## config.mk

```make
export PLATFORM = sky130hd
export DESIGN_NAME = fer_top
export DESIGN_NICKNAME = d
export VERILOG_FILES = /design/src/rtl/fer_pkg.sv /design/src/rtl/fer_top.sv
export SDC_FILE = /design/constraint.sdc
export NUM_CORES = 1
export LEC_CHECK = 0
export BUFFER_PORTS_ARGS = -buffer_cell sky130_fd_sc_hd__clkbuf_2
export CORE_ASPECT_RATIO = 1.1
export CORE_MARGIN = 3
export CORE_UTILIZATION = 42
export CTS_CLUSTER_SIZE = 25
export DETAILED_ROUTE_END_ITERATION = 7
export GPL_TIMING_DRIVEN = 0
export PLACE_DENSITY = 0.76
export SETUP_SLACK_MARGIN = 0.5
export SLEW_MARGIN = 20
export SYNTH_ARGS = -nofsm -noshare
export SYNTH_HDL_FRONTEND = slang
export SYNTH_SLANG_ARGS = --single-unit
```

## constraint.sdc

```tcl
create_clock -name mclk -period 2.35 [get_ports mclk]
set_clock_uncertainty 0.1 [all_clocks]
set_input_delay 0.235 -clock mclk [delete_from_list [all_inputs] [get_ports mclk]]
set_output_delay 0.235 -clock mclk [all_outputs]
set_load 0.02 [all_outputs]
```

## src/rtl/fer_pkg.sv

```systemverilog
// Constants, types and carriers for the floating-point exception reporting unit
package fer_pkg;

    // Exception class positions in flags and masks
    localparam int EXC_INVALID = 0;
    localparam int EXC_DENORM = 1;
    localparam int EXC_ZDIV = 2;
    localparam int EXC_OVER = 3;
    localparam int EXC_UNDER = 4;
    localparam int EXC_PREC = 5;
    localparam int EXC_N = 6;

    // Register offsets (byte addresses)
    localparam logic [7:0] OFS_CTRL = 8'h00;
    localparam logic [7:0] OFS_STATUS = 8'h04;

    // Control field positions
    localparam int CTRL_ROUND_LSB = 6;
    localparam int CTRL_NATIVE_BIT = 8;
    // Status field positions
    localparam int STAT_SF_BIT = 6;
    localparam int STAT_ERR_BIT = 7;
    localparam int STAT_FRZ_BIT = 8;

    // Values after reset: all classes masked, nearest, compatibility mode
    localparam logic [5:0] MASK_RST = 6'h3f;
    localparam logic [1:0] ROUND_RST = 2'h0;
    localparam logic NATIVE_RST = 1'b0;

    // Instruction kinds reported by the core
    typedef enum logic [2:0] {
        IK_ARITH = 3'h0,
        IK_WAIT = 3'h1,
        IK_NOWAIT = 3'h2,
        IK_CLEAR = 3'h3,
        IK_REINIT = 3'h4,
        IK_SAVE = 3'h5,
        IK_RESTORE = 3'h6
    } fer_instr_e;

    // Default fix-up applied by the arithmetic for a masked exception
    typedef enum logic [2:0] {
        FX_NONE = 3'h0,
        FX_QNAN = 3'h1,
        FX_INF = 3'h2,
        FX_DENORM = 3'h3,
        FX_ZERO = 3'h4,
        FX_ROUNDED = 3'h5
    } fer_fixup_e;

    // Freeze sequencer, Gray coded along run, frozen, release
    typedef enum logic [1:0] {
        ST_RUN = 2'b00,
        ST_FROZEN = 2'b01,
        ST_RELEASE = 2'b11
    } fer_state_e;

    // Core-side request carrier, same clock as the unit
    typedef struct packed {
        logic instr_valid;
        fer_instr_e instr_kind;
        logic [EXC_N-1:0] env_flags;
        logic env_sf;
        logic exc_valid;
        logic stack_fault_exc;
        logic standard_invalid_exc;
        logic denorm_exc;
        logic zdiv_exc;
        logic over_exc;
        logic under_exc;
        logic prec_exc;
        logic exc_deferred;
        logic below_min_denorm;
    } fer_core_s;

    // Register bus carrier
    typedef struct packed {
        logic [7:0] addr;
        logic [31:0] wdata;
        logic wr;
        logic rd;
    } fer_bus_s;

endpackage : fer_pkg

```

## src/rtl/fer_top.sv

```systemverilog
// Floating-point exception recognition, sticky flags and error-pin reporting
//
// The placing of the registers and the strobed register port were chosen for this implementation.
`timescale 1ns/1ps
module fer_top
    import fer_pkg::*;
(
    input wire logic mclk,
    input wire logic reset_n,
    input wire fer_bus_s bus,
    output logic [31:0] rdata,
    input wire fer_core_s core,
    input wire logic ignore_numeric_error_in,
    input wire logic maskable_interrupt_in,
    output logic fp_error_out,
    output logic core_freeze,
    output logic instr_abort,
    output logic handler_req,
    output fer_fixup_e fixup,
    output logic [1:0] round_mode
);

    // Whole module state in one record
    typedef struct packed {
        fer_state_e state;
        logic [EXC_N-1:0] mask;
        logic [1:0] round;
        logic native;
        logic [EXC_N-1:0] flags;
        logic sf;
        logic reported;
        logic deferred;
        logic ign_s1;
        logic ign_s2;
        logic int_s1;
        logic int_s2;
        logic err;
        logic freeze;
        logic abort;
        logic hreq;
        fer_fixup_e fix;
        logic [31:0] rdata;
    } fer_reg_s;

    fer_reg_s st_reg;
    fer_reg_s st_next;

    // Arithmetic and wait instructions are where a pending error is honoured
    function automatic logic fer_is_sync(input fer_instr_e k);
        fer_is_sync = (k == IK_ARITH) || (k == IK_WAIT);
    endfunction : fer_is_sync

    // Instructions that wipe the sticky flags
    function automatic logic fer_is_wipe(input fer_instr_e k);
        fer_is_wipe = (k == IK_CLEAR) || (k == IK_REINIT) || (k == IK_SAVE);
    endfunction : fer_is_wipe

    // Next-state logic
    always_comb begin
        logic [EXC_N-1:0] raw;
        logic [EXC_N-1:0] unmasked;
        logic pending;
        logic sync_hit;
        logic compat;
        raw = '0;
        unmasked = '0;
        pending = 1'b0;
        sync_hit = 1'b0;
        compat = 1'b0;
        st_next = st_reg;
        st_next.rdata = 32'h0;
        st_next.abort = 1'b0;
        st_next.hreq = 1'b0;
        st_next.fix = FX_NONE;

        // Pins are foreign to mclk: two flops before use
        st_next.ign_s1 = ignore_numeric_error_in;
        st_next.ign_s2 = st_reg.ign_s1;
        st_next.int_s1 = maskable_interrupt_in;
        st_next.int_s2 = st_reg.int_s1;

        // Register reads, data one cycle later
        if (bus.rd) begin
            if (bus.addr == OFS_CTRL) begin
                st_next.rdata[EXC_N-1:0] = st_reg.mask;
                st_next.rdata[CTRL_ROUND_LSB+:2] = st_reg.round;
                st_next.rdata[CTRL_NATIVE_BIT] = st_reg.native;
            end else if (bus.addr == OFS_STATUS) begin
                st_next.rdata[EXC_N-1:0] = st_reg.flags;
                st_next.rdata[STAT_SF_BIT] = st_reg.sf;
                st_next.rdata[STAT_ERR_BIT] = st_reg.err;
                st_next.rdata[STAT_FRZ_BIT] = st_reg.freeze;
            end else begin
                // Unmapped reads return zero
                st_next.rdata = 32'h0;
            end
        end

        // Register writes steer masks, rounding and reporting mode
        if (bus.wr) begin
            if (bus.addr == OFS_CTRL) begin
                st_next.mask = bus.wdata[EXC_N-1:0];
                st_next.round = bus.wdata[CTRL_ROUND_LSB+:2];
                st_next.native = bus.wdata[CTRL_NATIVE_BIT];
            end else if (bus.addr == OFS_STATUS) begin
                // Software overwrite of the flags, as an environment load
                st_next.flags = bus.wdata[EXC_N-1:0];
                st_next.sf = bus.wdata[STAT_SF_BIT];
            end
        end

        // Flag-clearing instructions; the only hardware path that clears
        if (core.instr_valid) begin
            if (fer_is_wipe(core.instr_kind)) begin
                st_next.flags = '0;
                st_next.sf = 1'b0;
            end else if (core.instr_kind == IK_RESTORE) begin
                st_next.flags = core.env_flags;
                st_next.sf = core.env_sf;
            end
            if (core.instr_kind == IK_REINIT) begin
                st_next.mask = MASK_RST;
                st_next.round = ROUND_RST;
            end
        end

        // Exception capture: set is applied after clears so it wins
        if (core.exc_valid) begin
            raw[EXC_INVALID] = core.stack_fault_exc | core.standard_invalid_exc;
            raw[EXC_DENORM] = core.denorm_exc;
            raw[EXC_ZDIV] = core.zdiv_exc;
            raw[EXC_OVER] = core.over_exc;
            raw[EXC_UNDER] = core.under_exc;
            raw[EXC_PREC] = core.prec_exc;
            // Several classes may land in one event
            st_next.flags = st_next.flags | raw;
            st_next.sf = st_next.sf | core.stack_fault_exc;
        end
        unmasked = raw & ~st_reg.mask;

        // Masked classes: tell the arithmetic which default to deliver
        if (core.exc_valid && (unmasked == '0)) begin
            // Only the flag records it, no pin, no location
            if (raw[EXC_INVALID]) begin
                st_next.fix = FX_QNAN;
            end else if (raw[EXC_ZDIV]) begin
                // One divided by zero gives infinity
                st_next.fix = FX_INF;
            end else if (raw[EXC_OVER]) begin
                st_next.fix = FX_INF;
            end else if (raw[EXC_UNDER]) begin
                // Too small for normal form
                st_next.fix = core.below_min_denorm ? FX_ZERO : FX_DENORM;
            end else if (raw[EXC_PREC]) begin
                // Rounded by the mode on round_mode
                st_next.fix = FX_ROUNDED;
            end
        end

        // Unmasked class: stop the faulting instruction
        if (unmasked != '0) begin
            st_next.abort = 1'b1;
            if (core.exc_deferred) begin
                st_next.deferred = 1'b1;
            end else begin
                st_next.reported = 1'b1;
            end
        end

        // Pending means an unmasked class still sits in the flags
        pending = (st_next.flags & ~st_next.mask) != '0;
        compat = ~st_next.native;
        sync_hit = core.instr_valid && fer_is_sync(core.instr_kind);

        // A deferred error is reported at the next sync instruction
        if (pending && sync_hit) begin
            st_next.reported = 1'b1;
        end
        if (!pending) begin
            // Cleared inside the unit: reporting ends
            st_next.reported = 1'b0;
            st_next.deferred = 1'b0;
        end

        // Error level only in compatibility mode; also the coprocessor line
        st_next.err = compat && st_next.reported;

        // Freeze sequencer
        case (st_reg.state)
            ST_RUN: begin
                if (pending && sync_hit) begin
                    if (!compat) begin
                        // Native mode raises the handler directly
                        st_next.hreq = 1'b1;
                    end else if (!st_reg.ign_s2) begin
                        // Stop before the sync instruction
                        st_next.state = ST_FROZEN;
                        st_next.freeze = 1'b1;
                    end
                    // Ignore input active: carry on
                end
            end
            ST_FROZEN: begin
                // Any interrupt releases, not only the error one
                if (st_reg.int_s2) begin
                    st_next.state = ST_RELEASE;
                    st_next.freeze = 1'b0;
                end else if (!pending || st_reg.ign_s2 || !compat) begin
                    // Condition gone or now ignored
                    st_next.state = ST_RUN;
                    st_next.freeze = 1'b0;
                end
            end
            ST_RELEASE: begin
                // Wait for the interrupt level to fall so one request
                // does not unfreeze two instructions
                if (!st_reg.int_s2) begin
                    st_next.state = ST_RUN;
                end else if (pending && sync_hit && compat && !st_reg.ign_s2) begin
                    // Handler retried without clearing: freeze again
                    st_next.state = ST_FROZEN;
                    st_next.freeze = 1'b1;
                end
            end
            default: begin
                st_next.state = ST_RUN;
                st_next.freeze = 1'b0;
            end
        endcase
    end

    // State register, synchronous active-low reset
    always_ff @(posedge mclk) begin
        if (!reset_n) begin
            st_reg.state <= ST_RUN;
            st_reg.mask <= MASK_RST;
            st_reg.round <= ROUND_RST;
            st_reg.native <= NATIVE_RST;
            st_reg.flags <= '0;
            st_reg.sf <= 1'b0;
            st_reg.reported <= 1'b0;
            st_reg.deferred <= 1'b0;
            st_reg.ign_s1 <= 1'b0;
            st_reg.ign_s2 <= 1'b0;
            st_reg.int_s1 <= 1'b0;
            st_reg.int_s2 <= 1'b0;
            st_reg.err <= 1'b0;
            st_reg.freeze <= 1'b0;
            st_reg.abort <= 1'b0;
            st_reg.hreq <= 1'b0;
            st_reg.fix <= FX_NONE;
            st_reg.rdata <= 32'h0;
        end else begin
            st_reg <= st_next;
        end
    end

    // Outputs straight from the state record
    assign rdata = st_reg.rdata;
    assign fp_error_out = st_reg.err;
    assign core_freeze = st_reg.freeze;
    assign instr_abort = st_reg.abort;
    assign handler_req = st_reg.hreq;
    assign fixup = st_reg.fix;
    assign round_mode = st_reg.round;

endmodule : fer_top

```

# Word-level counts from Yosys, hierarchy flattened
# Cells that the tools add are included.
# totals
regBits	63
elab_cells	116
memories	0
ramBits	0
in_bits	67
romBits	0
latch_bits	0
out_inout_bits	41
# op_classes
n_bitwise	10
eq_ne	15
order_cmp	0
mul	0
n_reduce_logical	28
n_div	0
shifts	0
n_mux	42
addsub	0
# ops
op	count
7-bit 2-to-1 mux	6
9-bit 2-to-1 mux	3
2-bit 2-to-1 mux	11
16-bit 2-to-1 mux	1
8-bit 2-to-1 mux	2
1-bit 2-to-1 mux	13
6-bit bitwise AND	2
6-bit NOT	2
6-bit nonzero test	2
2-bit != test, second input constant	5
3-bit equality test, second input constant	3
3-bit 2-to-1 mux	3
8-bit by 3-bit equality test with 1-bit output, second input constant	1
8-bit logical NOT	1
2-bit AND reduction	4
1-bit logical AND	6
6-bit logical NOT	1
6-bit 2-to-1 mux	1
3-bit != test, second input constant	2
6-bit OR	1
2-bit case mux with 3 select lines	1
6-bit AND reduction	1
1-bit logical OR	5
5-bit AND reduction	1
13 further kinds	17

# Logic depth before layout (Yosys ltp)
# logic_depth
depth_word	17
ltp_mapped	9
mapped_depth_nobuf	8

# Worst setup path after synthesis
# No wires, ideal clock.
# synth_path
path_kind	input port to flip-flop
startpoint	input bus[40] (netlist name)
endpoint	register st_reg[61] (netlist name)
slack_ns	0.142
arrival_ns	2.021
setup_ns	0.087
path_stages	8
path_cell_list	nor4_4 -> nand4b_1 -> buf_6 -> mux2_4 -> o32a_4 -> a31oi_4 -> o221ai_2 -> a221oi_2
# synth_via
elab_chain_cells	16
elab_cells_between_ends	28
# synth_rtl
element	line_no	source
from (decl)	fer_top.sv:10	input wire fer_bus_s bus,
8-bit by 3-bit equality test with 1-bit output	fer_top.sv:105	end else if (bus.addr == OFS_STATUS) begin
7-bit 2-to-1 mux	fer_top.sv:105	
7-bit 2-to-1 mux	fer_top.sv:101	if (bus.addr == OFS_CTRL) begin
16-bit 2-to-1 mux (*)	fer_top.sv:100	if (bus.wr) begin
7-bit 2-to-1 mux	fer_top.sv:117	end else if (core.instr_kind == IK_RESTORE) begin
7-bit 2-to-1 mux	fer_top.sv:114	if (fer_is_wipe(core.instr_kind)) begin
7-bit 2-to-1 mux	fer_top.sv:113	if (core.instr_valid) begin
6-bit OR	fer_top.sv:136	st_next.flags = st_next.flags | raw;
7-bit 2-to-1 mux	fer_top.sv:128	if (core.exc_valid) begin
6-bit bitwise AND	fer_top.sv:171	pending = (st_next.flags & ~st_next.mask) != '0;
6-bit nonzero test	fer_top.sv:171	
1-bit logical AND or 1-bit logical NOT (tied branches)	fer_top.sv:191, fer_top.sv:219, fer_top.sv:208	
1-bit logical AND or 1-bit logical OR (tied branches) (2 in a row)	fer_top.sv:219, fer_top.sv:208	
3-bit != test (no line)	n/a	
5-bit AND reduction (no line) (*)	n/a	
to (signal assigned)	fer_top.sv:254	st_reg <= st_next;
to (decl)	fer_top.sv:45	fer_reg_s st_reg;
# Every way passes the cells marked *; elsewhere a longest branch is shown, timed or not.
# A chain may end at the register's enable or synchronous reset.

# Worst setup path in the final report
# layout_path
startpoint	input bus[37] (netlist name)
endpoint	register st_reg, in the netlist fp_error_out
# layout_via
elab_chain_cells	15
elab_cells_between_ends	21
# layout_rtl
element	line_no	source
8-bit by 3-bit equality test with 1-bit output	fer_top.sv:105	
7-bit 2-to-1 mux	fer_top.sv:105	
7-bit 2-to-1 mux	fer_top.sv:101	
16-bit 2-to-1 mux (*)	fer_top.sv:100	
7-bit 2-to-1 mux	fer_top.sv:117	
7-bit 2-to-1 mux	fer_top.sv:114	
7-bit 2-to-1 mux	fer_top.sv:113	
6-bit OR	fer_top.sv:136	
7-bit 2-to-1 mux	fer_top.sv:128	
6-bit bitwise AND	fer_top.sv:171	
6-bit nonzero test	fer_top.sv:171	
1-bit logical AND	fer_top.sv:176	if (pending && sync_hit) begin
1-bit 2-to-1 mux	fer_top.sv:176	
2-bit 2-to-1 mux	fer_top.sv:179	if (!pending) begin
1-bit logical AND (*)	fer_top.sv:186	st_next.err = compat && st_next.reported;
# Marked as above.

==> results.sh <==
export IMPL_outcome="completed"
export IMPL_place_hpwl_um=4320
export IMPL_clk_pin_slew_worst_paths_ns=0.08
export IMPL_hold_violations=0
export IMPL_setup_viol_count_final=0
export IMPL_area_growth_pct=31.8
export IMPL_cts_buffers=5
export IMPL_die_x_um=75.4
export IMPL_std_cell_rows=27
export IMPL_nNetsFinal=423
export IMPL_worstPathArrival_ns=2.41
export IMPL_max_slew_worst_pin_slew_ns=0.608
export IMPL_ios=108
export IMPL_min_from="maskable_interrupt_in"
export IMPL_crit_path_start_kind="primary input"
export IMPL_die_area_sq_mm=0.00621
export IMPL_yosys_most_used_dff="dfxtp_1"
export IMPL_drive_above_1_share=0.393
export IMPL_ys_seq_area_frac=0.351
export IMPL_routed_via_density=5.05
export IMPL_path_buf_inv=4
export IMPL_whs_ns=0.0452
export IMPL_syn_avg_cell_area_sq_um=8.72
export IMPL_fill_cells=454
export IMPL_h_tree_depth=2
export IMPL_routed_via_count=2080
export IMPL_setup_worst_path_class="primary input to register"
export IMPL_timing_slew_headroom=0.594
export IMPL_diodes=0
export IMPL_critPathTopFamily="simple AND/OR/NAND/NOR gates"
export IMPL_yosysTopAreaCell="dfxtp_1"
export IMPL_dr_pass1_iters=4
export IMPL_tritoncts="yes"
export IMPL_rsz0062_at_grt="yes"
export IMPL_ys_ff_latch=39
export IMPL_synthDistinctLibCells=54
export IMPL_p_per_area_mw_per_mm2=511
export IMPL_grt_util_all_layers=0.173
export IMPL_place_gp_congestion=0.854
export IMPL_crit_path_max_incr_delay_ns=0.34
export IMPL_clk_latency_ns=0.29
export IMPL_synth_edf_count=0
export IMPL_cp_required_ns=2.49
export IMPL_cts_hold_buffers=0
export IMPL_yosysMostFrequentCell="dfxtp_1"
export IMPL_ant_nets=0
export IMPL_cts_buffer_depth=2
export IMPL_largest_register_ffs=19
export IMPL_place_ws_ns=-0.217
export IMPL_cap_violations=0
export IMPL_tns_ns=0
export IMPL_drtIter0Drc=146
export IMPL_hp_class="primary input to register"
export IMPL_ys_top_cells_by_count="dfxtp_1 (39), buf_4 (37), nor2_1 (29)"
export IMPL_wl_per_cell_um=13.1
export IMPL_fin_util=0.579
export IMPL_worstSetupStartpoint="bus[37]"
export IMPL_cp_max_fo=5
export IMPL_antenna_found_initial=0
export IMPL_critPathMostFrequentCell="buf_6"
export IMPL_clock_fmax_mhz=441
export IMPL_finalCriticalPeriod_ns=2.27
export IMPL_drv_slew=0
export IMPL_start_util=0.439
export IMPL_p_leak_nw=1.40
export IMPL_grt_ovfl_total=0
export IMPL_period_share=0.964
export IMPL_die_y_um=82.3
export IMPL_ys_top_cells_by_area="dfxtp_1 (35%), buf_4 (12%), nor2_1 (4.9%)"
export IMPL_cts_num_sinks=39
export IMPL_synth_top_area_frac=0.351
export IMPL_setup_ws_ns=0.0846
export IMPL_power_w=0.00150
export IMPL_crit_path_cell_trace="buf_6 -> nor4_4 -> buf_4 -> nand4b_1 -> buf_6 -> mux2_4 -> o32a_4 -> and3_4 -> buf_6 -> nor3_4 -> and2_1"
export IMPL_async_flop_share=0
export IMPL_end_kind="register"
export IMPL_yosys_warnings=0
export IMPL_drt_wl_total_um=5400
export IMPL_root_buffer="clkbuf_8"
export IMPL_grt_max_degree=14
export IMPL_r2r_start="st_reg[49]$_SDFF_PN0_"
export IMPL_netlist_area_sq_mm=0.00222
export IMPL_grt_pass1_wl_um=8310
export IMPL_grt_pass1_vias=1910
export IMPL_syn_inst=255
export IMPL_core_area_sq_mm=0.00507
export IMPL_crit_path_top_delay_cell="o32a_4"
export IMPL_drc=0
export IMPL_portBuffers=61
export IMPL_ir_drop_v=0.000348
final timing paths:
| path | to | slack, ns | depth (start not counted) |
|---|---|---|---|
| setup / recovery | fp_error_out$_SDFF_PN0_ | 0.08 | 11 |
| hold / removal | st_next[39]$_SDFF_PN0_ | 0.05 | 2 |
| setup reg to reg | fp_error_out$_SDFF_PN0_ | 0.55 | 7 |
| hold reg to reg | st_reg[39]$_SDFF_PN0_ | 0.34 | 1 |
per-stage QoR:
step	cells	cell area, sq um
2_1_floorplan	277	2320
3_3_place_gp	396	2700
3_5_place_dp	396	2700
4_1_cts	410	2880
5_1_grt	412	2930
6_report	412	2930
report_power, final:
| group | internal, W | total (W) | switching (W) |
|---|---|---|---|
| clock | 0.000316 | 0.000550 | 0.000235 |
| combinational | 0.000112 | 0.000255 | 0.000143 |
| sequential | 0.000679 | 0.000691 | 0.0000122 |
per-layer routing:
layer  GRT usage  wire [um]
met1       0.204       2230
met2       0.304       2730
met3      0.0375        390
met4      0.0629         47
met5           0          0
cell type report:
class,count,area [sq um],share of cell area
Tap cell,58,72.6,0.0248
Multi-Input combinational cell,187,1250,0.426
Timing Repair Buffer,69,373,0.127
Clock inverter,3,43.8,0.0149
Sequential cell,39,781,0.266
Inverter,7,26.3,0.00896
Clock buffer,5,68.8,0.0235
Buffer,44,317,0.108
kinds of logic after synthesis:
| kind of cell | synth area share |
|---|---|
| simple gates | 0.267 |
| buf+inv | 0.152 |
| compound gates | 0.165 |
| flops | 0.351 |
| mux | 0.0472 |
| fa+ha+maj | 0.0169 |
| other cells | 0.00169 |
placed cells by master, fill, tap and decap left out, drive strengths merged, types with 3 or more instances in the layout:
| cell type | instances |
|---|---|
| nand4b | 6 |
| a22oi | 9 |
| nand3 | 6 |
| o211ai | 4 |
| and3 | 4 |
| clkinv | 3 |
| nand3b | 4 |
| nor3 | 5 |
| o221ai | 3 |
| conb | 23 |
| nand2b | 6 |
| nor2 | 29 |
| buf | 47 |
| and2 | 5 |
| mux2i | 9 |
| inv | 6 |
| o21ai | 6 |
| nand2 | 27 |
| a21oi | 7 |
| nand4 | 4 |
| ha | 3 |
| dfxtp | 39 |
| clkbuf | 71 |
timing repair:
item | 4_1_cts | 5_1_grt
setup buffers | 5 | 2
setup endpoints to repair | 6 | 7
resized for setup | 6 | 9
cloned | 1 | 0
pin swaps | 3 | 8
No activity file was read; power rests on OpenSTA's default activity.
